==> src/pkg/lsq_pkg.sv <==
// Package for the regulator sequence and soft-start configuration block.
// Assumes a single 100 MHz clock and an I2C register port.
package lsq_pkg;

  // Clock
  localparam int CLK_PERIOD_NS = 10;

  // Register byte addresses
  localparam logic [7:0] ADDR_PRIO_A  = 8'h2e;
  localparam logic [7:0] ADDR_PRIO_B  = 8'h2f;
  localparam logic [7:0] ADDR_PRIO_C  = 8'h30;
  localparam logic [7:0] ADDR_PRIO_D  = 8'h31;
  localparam logic [7:0] ADDR_SS_CTRL = 8'h32;

  // Field positions
  localparam int PRIO_LO_LSB = 0;
  localparam int PRIO_HI_LSB = 4;
  localparam int SS_SEL_LSB  = 2;
  localparam int SS_VOLT_LSB = 0;

  // Values after reset
  localparam logic [3:0] PRIO_RST    = 4'h0;
  localparam logic [3:0] SS_SEL_RST  = 4'h0;
  localparam logic [1:0] SS_VOLT_RST = 2'h0;

  // Priority codes
  localparam logic [3:0] PRIO_OFF   = 4'h0;
  localparam logic [3:0] PRIO_FIRST = 4'h1;
  localparam logic [3:0] PRIO_LAST  = 4'hc;

  // Soft-start end selector codes
  localparam logic [3:0] SEL_FIRST_ON  = 4'h0;
  localparam logic [3:0] SEL_BUCK1_ALT = 4'h4;
  localparam logic [3:0] SEL_REG1      = 4'h5;
  localparam logic [3:0] SEL_REG8      = 4'hc;

  // Channel codes for the power-good delay source
  localparam logic [3:0] SRC_BUCK1 = 4'h0;
  localparam logic [3:0] SRC_REG8  = 4'hb;
  localparam logic [3:0] SRC_NONE  = 4'hf;

  // Sequence step time and its cycle count (rounded up)
  localparam int SEQ_STEP_NS  = 1000;
  localparam int SEQ_STEP_CYC =
    (SEQ_STEP_NS + CLK_PERIOD_NS - 1) / CLK_PERIOD_NS;
  localparam int TMR_W = 8;

  // I2C slave address, arbitrary value
  localparam logic [6:0] I2C_DEV_ADDR = 7'h2a;
  localparam logic [3:0] I2C_BITS     = 4'h8;

  typedef enum logic [2:0] {
    I2C_IDLE, I2C_ADDR, I2C_ACK_A, I2C_WR, I2C_ACK_W, I2C_RD, I2C_RACK
  } lsq_i2c_st_t;

  typedef enum logic [1:0] {
    SEQ_OFF, SEQ_UP, SEQ_ON, SEQ_DOWN
  } lsq_seq_st_t;

endpackage

==> src/rtl/lsq_i2c_slave.sv <==
// I2C slave with byte pointer and auto-increment, oversampled on i_clk.
// Assumes SCL and SDA pins are asynchronous; open-drain SDA resolved outside.
`timescale 1ns/100ps
`default_nettype none
module lsq_i2c_slave (
  input  wire logic       i_clk,    // System clock
  input  wire logic       i_rst,    // Sync reset, high
  input  wire logic       i_ce,     // Clock enable
  input  wire logic       i_scl,    // SCL pin level
  input  wire logic       i_sda,    // SDA pin level
  output logic            o_sda,    // SDA drive value
  output logic            o_sda_oe, // SDA enable, high pulls low
  output logic            o_wr,     // Write strobe, one cycle
  output logic [7:0]      o_addr,   // Register pointer
  output logic [7:0]      o_wdata,  // Write data
  input  wire logic [7:0] i_rdata   // Read data at o_addr
);

  logic [1:0]          scl_sync;
  logic [1:0]          sda_sync;
  logic                scl_q;
  logic                sda_q;
  lsq_pkg::lsq_i2c_st_t state;
  logic [3:0]          cnt;
  logic [7:0]          shreg;
  logic                rw;
  logic                first;
  logic                inc_pend;
  logic                nack;

  // Edge and condition detection on synchronised pins
  wire scl       = scl_sync[1];
  wire sda       = sda_sync[1];
  wire scl_rise  = scl & ~scl_q;
  wire scl_fall  = ~scl & scl_q;
  wire bus_start = scl & scl_q & sda_q & ~sda;
  wire bus_stop  = scl & scl_q & ~sda_q & sda;
  wire byte_done = scl_fall && (cnt == lsq_pkg::I2C_BITS);

  // Pin synchronisers
  always_ff @(posedge i_clk) begin
    if (i_rst) begin
      scl_sync <= 2'h3;
      sda_sync <= 2'h3;
      scl_q    <= 1'b1;
      sda_q    <= 1'b1;
    end else if (i_ce) begin
      scl_sync <= {scl_sync[0], i_scl};
      sda_sync <= {sda_sync[0], i_sda};
      scl_q    <= scl_sync[1];
      sda_q    <= sda_sync[1];
    end
  end

  // Protocol state machine
  always_ff @(posedge i_clk) begin
    if (i_rst) begin
      state    <= lsq_pkg::I2C_IDLE;
      cnt      <= 4'h0;
      shreg    <= 8'h00;
      rw       <= 1'b0;
      first    <= 1'b1;
      inc_pend <= 1'b0;
      nack     <= 1'b0;
      o_sda    <= 1'b0;
      o_sda_oe <= 1'b0;
      o_wr     <= 1'b0;
      o_addr   <= 8'h00;
      o_wdata  <= 8'h00;
    end else if (i_ce) begin
      o_wr <= 1'b0;
      if (bus_start) begin
        state    <= lsq_pkg::I2C_ADDR;
        cnt      <= 4'h0;
        first    <= 1'b1;
        o_sda_oe <= 1'b0;
      end else if (bus_stop) begin
        state    <= lsq_pkg::I2C_IDLE;
        o_sda_oe <= 1'b0;
      end else begin
        case (state)
          lsq_pkg::I2C_ADDR, lsq_pkg::I2C_WR: begin
            if (scl_rise) begin
              shreg <= {shreg[6:0], sda};
              cnt   <= cnt + 4'h1;
            end else if (byte_done) begin
              cnt <= 4'h0;
              if (state == lsq_pkg::I2C_ADDR) begin
                if (shreg[7:1] == lsq_pkg::I2C_DEV_ADDR) begin
                  rw       <= shreg[0];
                  o_sda_oe <= 1'b1;
                  state    <= lsq_pkg::I2C_ACK_A;
                end else begin
                  state <= lsq_pkg::I2C_IDLE;
                end
              end else begin
                o_sda_oe <= 1'b1;
                state    <= lsq_pkg::I2C_ACK_W;
                first    <= 1'b0;
                if (first) begin
                  o_addr <= shreg;
                end else begin
                  o_wr     <= 1'b1;
                  o_wdata  <= shreg;
                  inc_pend <= 1'b1;
                end
              end
            end
          end
          lsq_pkg::I2C_ACK_A, lsq_pkg::I2C_RACK: begin
            if (scl_rise) begin
              nack <= sda;
            end else if (scl_fall) begin
              if (state == lsq_pkg::I2C_RACK && nack) begin
                o_sda_oe <= 1'b0;
                state    <= lsq_pkg::I2C_IDLE;
              end else if (state == lsq_pkg::I2C_RACK || rw) begin
                shreg    <= i_rdata;
                o_sda_oe <= ~i_rdata[7];
                cnt      <= 4'h1;
                state    <= lsq_pkg::I2C_RD;
              end else begin
                o_sda_oe <= 1'b0;
                state    <= lsq_pkg::I2C_WR;
              end
            end
          end
          lsq_pkg::I2C_ACK_W: begin
            if (scl_fall) begin
              o_sda_oe <= 1'b0;
              state    <= lsq_pkg::I2C_WR;
              inc_pend <= 1'b0;
              if (inc_pend) begin
                o_addr <= o_addr + 8'h01;
              end
            end
          end
          lsq_pkg::I2C_RD: begin
            if (byte_done) begin
              o_sda_oe <= 1'b0;
              state    <= lsq_pkg::I2C_RACK;
              o_addr   <= o_addr + 8'h01;
            end else if (scl_fall) begin
              o_sda_oe <= ~shreg[6];
              shreg    <= {shreg[6:0], 1'b0};
              cnt      <= cnt + 4'h1;
            end
          end
          lsq_pkg::I2C_IDLE: begin
            o_sda_oe <= 1'b0;
          end
          default: begin
            state <= lsq_pkg::I2C_IDLE;
          end
        endcase
      end
    end
  end

endmodule
`default_nettype wire

==> src/rtl/lsq_seq_cfg.sv <==
// Regulator sequence priorities, soft-start end selection and sequencer.
// Assumes I2C and control pins are asynchronous to i_clk.
//
// Notes on behaviour
// - Register 0x2e holds regulator one priority in [3:0], two in [7:4].
// - Register 0x2f holds regulator three in [3:0], four in [7:4].
// - Register 0x30 holds regulator five in [3:0], six in [7:4].
// - Register 0x31 holds regulator seven in [3:0], eight in [7:4].
// - Code 0 keeps a regulator off, 1 turns it on first, 12 on last.
// - Power-down walks the steps in reverse, so first on is last off.
// - With enable-source pin low, bits [5:2] of 0x32 pick the channel.
// - Selector 1 and selector 4 both pick buck converter one.
// - Selector 5 picks regulator one and selector 12 regulator eight.
// - Selectors 13 to 15 also pick regulator eight.
`timescale 1ns/100ps
`default_nettype none
module lsq_seq_cfg (
  input  wire logic i_clk,          // System clock
  input  wire logic i_rst,          // Sync reset, high
  input  wire logic i_ce,           // Clock enable
  input  wire logic i_scl,          // I2C clock pin
  input  wire logic i_sda,          // I2C data pin level
  output logic      o_sda,          // I2C data drive value
  output logic      o_sda_oe,       // I2C data enable, pulls low
  input  wire logic i_pwr_req,      // Power request pin, high = up
  input  wire logic i_en_src_sel,   // Enable source pin, low = ext pins
  output logic [7:0] o_reg_en,      // Regulator enables
  output logic       o_seq_busy,    // Sequencer stepping
  output logic       o_seq_on,      // Sequence fully up
  output logic [3:0] o_pgd_src,     // Channel setting power-good delay
  output logic       o_pgd_active,  // Selector applies
  output logic [1:0] o_ss_volt      // Soft-start level/time setting
);

  logic [3:0]           prio [8];
  logic [3:0]           ss_sel;
  logic [1:0]           ss_volt;
  logic [1:0]           req_sync;
  logic [1:0]           src_sync;
  lsq_pkg::lsq_seq_st_t seq_st;
  logic [3:0]           step;
  logic [lsq_pkg::TMR_W-1:0] tmr;
  logic                 bus_wr;
  logic [7:0]           bus_addr;
  logic [7:0]           bus_wdata;
  logic [7:0]           rd_data;

  // Byte address of the register holding a channel's priority
  function automatic logic [7:0] prio_addr(input int ch);
    prio_addr = lsq_pkg::ADDR_PRIO_A + 8'(ch / 2);
  endfunction

  // Earliest sequenced channel, lowest index on a tie
  function automatic logic [3:0] first_on(input logic [31:0] p);
    logic [3:0] best;
    logic [3:0] code;
    first_on = lsq_pkg::SRC_NONE;
    best     = 4'hf;
    for (int i = 0; i < 8; i++) begin
      code = p[4*i +: 4];
      if (code != lsq_pkg::PRIO_OFF && code <= lsq_pkg::PRIO_LAST &&
          code < best) begin
        best     = code;
        first_on = lsq_pkg::SRC_BUCK1 + 4'(4 + i);
      end
    end
  endfunction

  // Register port
  lsq_i2c_slave u_i2c (
    .i_clk    (i_clk),
    .i_rst    (i_rst),
    .i_ce     (i_ce),
    .i_scl    (i_scl),
    .i_sda    (i_sda),
    .o_sda    (o_sda),
    .o_sda_oe (o_sda_oe),
    .o_wr     (bus_wr),
    .o_addr   (bus_addr),
    .o_wdata  (bus_wdata),
    .i_rdata  (rd_data)
  );

  // Read selection, reserved and unmapped bits read zero
  wire [7:0] rd_prio_a = {prio[1], prio[0]};
  wire [7:0] rd_prio_b = {prio[3], prio[2]};
  wire [7:0] rd_prio_c = {prio[5], prio[4]};
  wire [7:0] rd_prio_d = {prio[7], prio[6]};
  wire [7:0] rd_ss     = {2'h0, ss_sel, ss_volt};
  assign rd_data =
    (bus_addr == prio_addr(0))          ? rd_prio_a :
    (bus_addr == prio_addr(2))          ? rd_prio_b :
    (bus_addr == prio_addr(4))          ? rd_prio_c :
    (bus_addr == prio_addr(6))          ? rd_prio_d :
    (bus_addr == lsq_pkg::ADDR_SS_CTRL) ? rd_ss     : 8'h00;

  // Priority and soft-start register writes
  always_ff @(posedge i_clk) begin
    if (i_rst) begin
      for (int i = 0; i < 8; i++) begin
        prio[i] <= lsq_pkg::PRIO_RST;
      end
      ss_sel  <= lsq_pkg::SS_SEL_RST;
      ss_volt <= lsq_pkg::SS_VOLT_RST;
    end else if (i_ce && bus_wr) begin
      for (int i = 0; i < 8; i++) begin
        if (bus_addr == prio_addr(i)) begin
          prio[i] <= (i % 2 == 1) ?
            bus_wdata[lsq_pkg::PRIO_HI_LSB +: 4] :
            bus_wdata[lsq_pkg::PRIO_LO_LSB +: 4];
        end
      end
      if (bus_addr == lsq_pkg::ADDR_SS_CTRL) begin
        ss_sel  <= bus_wdata[lsq_pkg::SS_SEL_LSB +: 4];
        ss_volt <= bus_wdata[lsq_pkg::SS_VOLT_LSB +: 2];
      end
    end
  end

  // Control pin synchronisers
  always_ff @(posedge i_clk) begin
    if (i_rst) begin
      req_sync <= 2'h0;
      src_sync <= 2'h3;
    end else if (i_ce) begin
      req_sync <= {req_sync[0], i_pwr_req};
      src_sync <= {src_sync[0], i_en_src_sel};
    end
  end

  // Power-good delay source decode
  wire [31:0] prio_flat = {prio[7], prio[6], prio[5], prio[4],
                           prio[3], prio[2], prio[1], prio[0]};
  wire        sel_first = (ss_sel == lsq_pkg::SEL_FIRST_ON);
  wire        sel_buck1 = (ss_sel == lsq_pkg::SEL_BUCK1_ALT);
  wire        sel_high  = (ss_sel > lsq_pkg::SEL_REG8);
  wire [3:0]  sel_lin   = ss_sel - 4'h1;
  wire [3:0]  next_pgd_src =
    sel_first ? first_on(prio_flat) :
    sel_buck1 ? lsq_pkg::SRC_BUCK1 :
    sel_high  ? lsq_pkg::SRC_REG8  :
                sel_lin;

  // Power-good source outputs
  always_ff @(posedge i_clk) begin
    if (i_rst) begin
      o_pgd_src    <= lsq_pkg::SRC_NONE;
      o_pgd_active <= 1'b0;
      o_ss_volt    <= lsq_pkg::SS_VOLT_RST;
    end else if (i_ce) begin
      o_pgd_src    <= next_pgd_src;
      o_pgd_active <= ~src_sync[1];
      o_ss_volt    <= ss_volt;
    end
  end

  // Step timing and step matching
  localparam logic [lsq_pkg::TMR_W-1:0] TMR_END =
    lsq_pkg::TMR_W'(lsq_pkg::SEQ_STEP_CYC - 1);
  wire       tmr_end  = (tmr == TMR_END);
  wire       tmr_zero = (tmr == '0);
  wire       req      = req_sync[1];
  logic [7:0] step_hit;
  always_comb begin
    for (int i = 0; i < 8; i++) begin
      step_hit[i] = (prio[i] == step) && (prio[i] != lsq_pkg::PRIO_OFF);
    end
  end

  // Sequencer: up through steps 1..12, down in reverse
  always_ff @(posedge i_clk) begin
    if (i_rst) begin
      seq_st     <= lsq_pkg::SEQ_OFF;
      step       <= lsq_pkg::PRIO_FIRST;
      tmr        <= '0;
      o_reg_en   <= 8'h00;
      o_seq_busy <= 1'b0;
      o_seq_on   <= 1'b0;
    end else if (i_ce) begin
      case (seq_st)
        lsq_pkg::SEQ_OFF: begin
          o_reg_en <= 8'h00;
          o_seq_on <= 1'b0;
          if (req) begin
            seq_st     <= lsq_pkg::SEQ_UP;
            step       <= lsq_pkg::PRIO_FIRST;
            tmr        <= '0;
            o_seq_busy <= 1'b1;
          end
        end
        lsq_pkg::SEQ_UP: begin
          if (tmr_zero) begin
            o_reg_en <= o_reg_en | step_hit;
          end
          if (!req) begin
            seq_st <= lsq_pkg::SEQ_DOWN;
            tmr    <= '0;
          end else if (!tmr_end) begin
            tmr <= tmr + lsq_pkg::TMR_W'(1);
          end else if (step == lsq_pkg::PRIO_LAST) begin
            seq_st     <= lsq_pkg::SEQ_ON;
            o_seq_busy <= 1'b0;
            o_seq_on   <= 1'b1;
          end else begin
            step <= step + 4'h1;
            tmr  <= '0;
          end
        end
        lsq_pkg::SEQ_ON: begin
          if (!req) begin
            seq_st     <= lsq_pkg::SEQ_DOWN;
            tmr        <= '0;
            o_seq_busy <= 1'b1;
            o_seq_on   <= 1'b0;
          end
        end
        lsq_pkg::SEQ_DOWN: begin
          if (tmr_zero) begin
            o_reg_en <= o_reg_en & ~step_hit;
          end
          if (req) begin
            seq_st <= lsq_pkg::SEQ_UP;
            tmr    <= '0;
          end else if (!tmr_end) begin
            tmr <= tmr + lsq_pkg::TMR_W'(1);
          end else if (step == lsq_pkg::PRIO_FIRST) begin
            seq_st     <= lsq_pkg::SEQ_OFF;
            o_seq_busy <= 1'b0;
          end else begin
            step <= step - 4'h1;
            tmr  <= '0;
          end
        end
        default: begin
          seq_st <= lsq_pkg::SEQ_OFF;
        end
      endcase
    end
  end

endmodule
`default_nettype wire

==> config.mk <==
export PLATFORM = sky130hd
export DESIGN_NAME = lsq_seq_cfg
export DESIGN_NICKNAME = d
export VERILOG_FILES = /design/src/pkg/lsq_pkg.sv /design/src/rtl/lsq_i2c_slave.sv /design/src/rtl/lsq_seq_cfg.sv
export SDC_FILE = /design/constraint.sdc
export NUM_CORES = 1
export LEC_CHECK = 0
export ABC_AREA = 1
export BUFFER_PORTS_ARGS = -buffer_cell sky130_fd_sc_hd__buf_2
export CORE_ASPECT_RATIO = 1.2
export CORE_MARGIN = 3
export CORE_UTILIZATION = 51
export CTS_CLUSTER_DIAMETER = 150
export DETAILED_ROUTE_END_ITERATION = 7
export PLACE_DENSITY_LB_ADDON = 0.2
export SETUP_SLACK_MARGIN = 0.5
export SKIP_LAST_GASP = 1
export SYNTH_ARGS = -nofsm -noshare
export SYNTH_HDL_FRONTEND = slang
export SYNTH_SLANG_ARGS = --single-unit
export TNS_END_PERCENT = 30
==> constraint.sdc <==
create_clock -name i_clk -period 6.66 [get_ports i_clk]
set_input_delay 0.666 -clock i_clk [delete_from_list [all_inputs] [get_ports i_clk]]
set_output_delay 0.666 -clock i_clk [all_outputs]
set_load 0.03 [all_outputs]
==> results of run 1 <==
synth_stat cells (all sizes together), types with 13 or more instances:
master | n | area (µm²)
o21ai | 76 | 380
nor4 | 15 | 93.8
edfxtp | 32 | 961
nor2 | 137 | 532
a21oi | 65 | 329
nand3 | 73 | 365
a211oi | 21 | 158
nor3 | 28 | 140
nand2 | 234 | 958
ha | 28 | 350
inv | 162 | 608
clkbuf | 27 | 101
nand4 | 13 | 81.3
dfxtp | 84 | 1680
metal layers:
layer	up-vias	wire (µm)	track usage (%)
li1	3840	-	-
met1	3605	9220	34.4
met2	287	10900	46.1
met3	69	1170	4.28
met4	0	935	11.4
met5	-	0	0
repair_timing:
| action | in CTS | in global routing |
|---|---|---|
| cloned | 0 | 0 |
| buffers inserted | 37 | 15 |
| resized for setup | 21 | 46 |
| pin swaps | 33 | 45 |
| endpoints found under the setup margin | 4 | 4 |
| hold buffers | 0 | 0 |
power groups by stage:
stage / registers (mW) / logic (mW) / clock network, mW
after floorplan: 0.836 / 0.475 / 0
after global placement: 0.851 / 0.604 / 0
after detailed placement: 0.851 / 0.609 / 0
after CTS: 0.838 / 0.691 / 0.955
after global routing: 0.848 / 0.866 / 0.995
final: 0.842 / 0.781 / 0.948
cells by family after synthesis:
kind of cell,after synthesis
adder cells (fa/ha/maj),28
flip-flops,116
AND/OR/NAND/NOR,509
other,1
AO/OA/AOI/OAI,226
buffers and inverters,199
XOR/XNOR,15
area by class of cell:
cell class / instances / share of cell area, %
clock buffers: 22 / 5.54
multi-input cells: 779 / 48.2
inverters: 167 / 6.87
clock inverters: 10 / 1.24
repair buffers: 92 / 6.99
well taps: 171 / 2.33
flip-flops and latches: 116 / 28.8
how the worst min path moves through the flow:
stage | startpoint | endpoint | slack (ns)
finish | src_sync[1]$_SDFFE_PP1P_ | o_pgd_active$_SDFFE_PP0P_ | 0.44
global route | src_sync[1]$_SDFFE_PP1P_ | o_pgd_active$_SDFFE_PP0P_ | 0.46
CTS | src_sync[1]$_SDFFE_PP1P_ | o_pgd_active$_SDFFE_PP0P_ | 0.44
detailed placement | src_sync[1]$_SDFFE_PP1P_ | o_pgd_active$_SDFFE_PP0P_ | 0.43
global placement | src_sync[1]$_SDFFE_PP1P_ | o_pgd_active$_SDFFE_PP0P_ | 0.43
floorplan | src_sync[1]$_SDFFE_PP1P_ | o_pgd_active$_SDFFE_PP0P_ | 0.41
sequential cells by signal, summed over array words and instances (netlist names), 3 cells and up:
signal and count:
ss_sel 4, u_i2c.cnt 4, o_pgd_src 4, u_i2c.state 3
prio 32, u_i2c.o_addr 8, u_i2c.shreg 8, u_i2c.o_wdata 8
o_reg_en 8, tmr 8, step 4
per-stage QoR:
stage	instance area [µm²]	total power, mW	hold slack [ns]	setup TNS (ns)	utilization, %
after global routing	9180	2.71	0.462	-0.972	65.0
after CTS	8850	2.48	0.438	0	62.7
after floorplan	7540	1.31	0.410	0	-
after detailed placement	7880	1.46	0.429	-0.601	55.8
after global placement	7880	1.46	0.426	0	55.8
final	9180	2.57	0.436	0	65.0
worst reg2reg max path: cells and delay by family (launching register included):
| kind | cells | cell delay (ns) |
|---|---|---|
| adders and majority gates | 6 | 1.52 |
| AOI/OAI and AO/OA | 8 | 1.15 |
| DFF | 1 | 0.45 |
| and+or+nand+nor | 35 | 2.94 |
| buffers and inverters | 4 | 0.41 |
==> out/results.ini, run 1 <==
[setup_path]
critPathKind = register to register
critical_path.slowest_cell = edfxtp_1
reg2reg_slack_ns = 0.17
cp_max_fo = 6
path_buf_inv = 4
crit_required_ns = 7.02
r2r-start = prio[0][0]$_SDFFCE_PN0P_
reg2regPathDepth = 53
worst_r2r_endpoint = o_pgd_src[1]$_SDFFE_PP1P_
start_kind = register
crit_family = simple AND/OR/NAND/NOR gates
startpoint = prio[0][0]$_SDFFCE_PN0P_
crit_path_end = o_pgd_src[1]$_SDFFE_PP1P_
cpPeakStageDelay_ns = 0.45
arrival_ns = 6.85
endpoint_kind = register
worstSetupPathDepth = 53

[global_route]
antenna_found_initial = 0
grt_max_degree = 48
grt_overflow = 0
grt_pass1_vias = 7167
grt_pass1_wl_mm = 35.6
grt_usage_pct = 27.4

[drt]
routed_wirelength_mm = 22.3
postRouteAntennaNets = 0
via_per_inst = 5.75
drc = 0
drtPass1Iterations = 5
drtIter0Drc = 614
vias = 7801
wl_per_cell_um = 16.4

[synth]
syn_nets = 1129
synthMuxAreaShare_pct = 0
synthCells = 1094
synth_compound_area_share_pct = 18.3
synth-xor-area-share_pct = 1.75
synth_area_um2 = 7490
synth_cell_type_count = 46
synth-edff-count = 32
synth_fa_ha_area_share_pct = 4.68
ys_async_sr_fraction_pct = 0
seq_area_frac_synth_pct = 35.3
synthFlopType = dfxtp_1
yosysWarningCount = 0
synth_top_family_by_area = simple AND/OR/NAND/NOR gates
synth-seq-cells = 116
synth.avg_cell_area_um2 = 6.85
yosys.area_share.simple_pct = 29.9

[finish]
diodes = 0
fin_nets = 1208
drive_above_1_share_pct = 17.3
final_cells = 1357
fill_cells = 1272
mostFrequentLayoutCell = nand2_1
layout-area-overhead-vs-synth_pct = 22.5
final-seq-area_um2 = 2640
most-common-layout-cells = nand2_1, inv_1, nor2_1
multiInputGateArea_um2 = 4430

[cts]
clockRootBuffer = clkbuf_16
tritoncts = built
cts-htree-levels = 4
clk_latency_ns = 0.42
numCtsBuffers = 17
clk_path_buf_depth = 2
path_clk_slew_ns = 0.06
clkSinkCount = 116

[place]
pre_cts_slack_ns = -0.156
dpl.hpwl_mm = 15.6
port_buffers = 24
place_inst = 1273
gp_congestion = 0.956

[sta]
slew_headroom_pct = 15.4
rsz0062_at_grt = yes
finalCritPeriodShare_pct = 97.4
finalMaxSlewViolations = 0
tightest_slew_ns = 1.26
layout_setup_ws_ns = 0.171
setup_viol = 0
hold_viol_final = 0
maxClockFrequency_mhz = 154
fin_worst_skew_ns = 0.00920
min_period_ns = 6.49

[floorplanning]
pin_count = 26
die_h_um = 139
die-area_um2 = 16200
initial_utilization_pct = 53.1
die_w_um = 117
rows = 47
core-area_um2 = 14100

[outcome]
status = finished, final reports clean

[power]
pwr-share-comb_pct = 30.4
vdd_drop_max_uv = 177
p_switching_mw = 0.872
p_leak_nw = 3.86
switching_share_pct = 33.9
power_density_nw_per_um2 = 280
internal-power_mw = 1.70
seqPwrFrac_pct = 32.8
pwr-share-clk_pct = 36.9

[hold_path]
hold_path_class = register to register
worstHoldPathCells = 1

[run]
max_cap_violations = 0

Note: power is estimated with default switching activity, not from simulation.
==> run 2: changes to the inputs <==
PLACE_DENSITY = 0.7   (was not set)
PLACE_DENSITY_LB_ADDON = not set   (was 0.2)
clock period = 8.4 ns   (was 6.66 ns; I/O delays follow)
==> run 2 against run 1 <==
  * Worst hold slack improved by 0.0068 ns
  * Combinational power down 38%
  * Critical path depth grew 2
  * Critical path type unchanged
  * Critical endpoint is now o_pgd_src[0]$_SDFFE_PP1P_
  * Largest cell class unchanged
  * Largest power group is now sequential cells
  * Highest routed layer unchanged
==> out/results.ini, run 2 (synthesis results as in run 1) <==
[cts]
clk_latency_ns = 0.41  ; about the same
numCtsBuffers = 17  ; unchanged
clkSinkCount = 116  ; unchanged
path_clk_slew_ns = 0.05  ; about the same
cts_hold_buf = 0  ; unchanged
clk_path_buf_depth = 2  ; unchanged
cts-htree-levels = 4  ; unchanged
clockRootBuffer = clkbuf_16
tritoncts = built

[sta]
fin_worst_skew_ns = 0.00878  ; -0.000419 ns
hold_viol_final = 0  ; unchanged
finalMaxSlewViolations = 0  ; unchanged
tightest_slew_ns = 1.20  ; -0.0504 ns
setup_viol = 0  ; unchanged
rsz0062_at_grt = no
min_period_ns = 7.17  ; +0.678 ns
fin_tns_setup_ns = 0  ; unchanged
layout_setup_ws_ns = 1.23  ; +1.06 ns
maxClockFrequency_mhz = 140  ; -9.5%
finalCritPeriodShare_pct = 85.3  ; -12 points
slew_headroom_pct = 18.8  ; +3.4 points

[global_route]
grt_pass1_vias = 6798  ; -5.1%
antenna_found_initial = 0  ; unchanged
grt_overflow = 0  ; unchanged
grt_max_degree = 48  ; unchanged
grt_usage_pct = 26.0  ; -1.4 points
grt_pass1_wl_mm = 33.7  ; -5.5%

[finish]
fin_util_pct = 59.1  ; -5.9 points
layout-area-overhead-vs-synth_pct = 11.4
most-common-layout-cells = nand2_1, inv_1, nor2_1
diodes = 0  ; unchanged
mostFrequentLayoutCell = nand2_1
drive_above_1_share_pct = 8.87  ; -8.4 points
top_register = prio
fin_nets = 1150  ; -4.8%
largest_register_ffs = 32  ; unchanged

[setup_path]
arrival_ns = 7.52  ; +0.67 ns
cpPeakStageDelay_ns = 0.45  ; about the same
critPathKind = register to register
r2r-start = prio[0][1]$_SDFFCE_PN0P_
cp_max_fo = 10  ; +4
crit_top_cell = nand2_1
crit_required_ns = 8.75  ; +1.73 ns
start_kind = register
startpoint = prio[0][1]$_SDFFCE_PN0P_
worst_r2r_endpoint = o_pgd_src[0]$_SDFFE_PP1P_
critical_path.slowest_cell = edfxtp_1
endpoint_kind = register
reg2reg_slack_ns = 1.23  ; +1.06 ns
reg2regPathDepth = 55  ; +3.8%

[floorplanning]
die-area_um2 = 16200  ; unchanged
rows = 47  ; unchanged
core-area_um2 = 14100  ; unchanged
die_h_um = 139  ; unchanged
die_w_um = 117  ; unchanged
pin_count = 26  ; unchanged
initial_utilization_pct = 53.1  ; unchanged

[place]
gp_congestion = 0.969  ; +1.3%
pre_cts_slack_ns = 0.796  ; +0.952 ns
dpl.hpwl_mm = 15.4  ; -1.4%
port_buffers = 24  ; unchanged

[drt]
drtPass1Iterations = 5  ; unchanged
postRouteAntennaNets = 0  ; unchanged
drtIter0Drc = 534  ; -13%
drc = 0  ; unchanged
via_per_inst = 5.73  ; -0.30%
routed_wirelength_mm = 20.9  ; -6.0%
vias = 7445  ; -4.6%
wl_per_cell_um = 16.1  ; -1.8%

[run]
max_cap_violations = 0  ; unchanged

[outcome]
status = finished, final reports clean

[power]
p_leak_nw = 3.49  ; -9.7%
internal-power_mw = 1.18  ; -31%
pwr-share-clk_pct = 36.2  ; -0.7 points
seqPwrFrac_pct = 37.1  ; +4.3 points
switching_share_pct = 34.6  ; +0.67 points
pwr-share-comb_pct = 26.7  ; -3.7 points
power_density_nw_per_um2 = 216  ; -23%
vdd_drop_max_uv = 131  ; -26%
p_switching_mw = 0.623  ; -29%

[hold_path]
min_from = u_i2c.inc_pend$_SDFFE_PP0P_
worst_hold_path.endpoint = u_i2c.inc_pend$_SDFFE_PP0P_
hold_path_class = register to register
worstHoldPathCells = 2  ; +1

## run 2: timing repair
action | in CTS | in global routing
endpoints found under the setup margin | 0 | 4
setup buffers | 0 | 3
gates resized for setup | 0 | 13
## run 2: layout make-up
class,count,area (µm²)
Fill cell,1381,5770
Multi-Input combinational cell,779,4140
Clock inverter,6,30.0
Tap cell,171,214
Inverter,167,627
Sequential cell,116,2640
Timing Repair Buffer,34,195
Clock buffer,26,499
## run 2: worst max-delay path by stage
stage,endpoint,slack (ns),cells after the start
6_report,o_pgd_src[0]$_SDFFE_PP1P_,1.23,55
5_1_grt,o_pgd_src[0]$_SDFFE_PP1P_,0.53,57
4_1_cts,o_pgd_src[0]$_SDFFE_PP1P_,0.74,49
3_5_place_dp,o_pgd_src[3]$_SDFFE_PP1P_,0.80,49
3_3_place_gp,o_pgd_src[2]$_SDFFE_PP1P_,1.03,49
2_1_floorplan,o_pgd_src[2]$_SDFFE_PP1P_,1.35,47
## run 2: layer usage
| layer | vias up | track usage (%) | wire length [µm] |
|---|---|---|---|
| li1 | 3722 | - | - |
| met2 | 267 | 42.9 | 10200 |
| met4 | 0 | 11.4 | 782 |
| met3 | 60 | 3.84 | 1070 |
| met5 | - | 0 | 0 |
| met1 | 3396 | 33.3 | 8890 |
## run 2: power by group through the flow
stage	logic, mW	clock network, mW	registers [mW]
final	0.482	0.652	0.668
after global routing	0.545	0.684	0.673
after CTS	0.470	0.657	0.666
after detailed placement	0.466	0	0.677
after global placement	0.462	0	0.677
after floorplan	0.366	0	0.663
## run 2: critical path: cells and delay by family (launching register included)
| kind | cells | cell delay, ns |
|---|---|---|
| AO/OA/AOI/OAI | 9 | 1.31 |
| adder cells (fa/ha/maj) | 7 | 2.06 |
| AND/OR/NAND/NOR | 33 | 2.73 |
| buffers and inverters | 6 | 0.54 |
| flip-flops | 1 | 0.45 |
## run 2: stage by stage
stage                     instances  hold WS [ns]  power, mW  cell area [µm²]
final                          1299         0.443       1.80             8350
after global routing           1299         0.460       1.90             8350
after CTS                      1296         0.441       1.79             8290
after detailed placement       1264         0.426       1.14             7760
after global placement         1264         0.425       1.14             7760
after floorplan                1094         0.410       1.03             7490
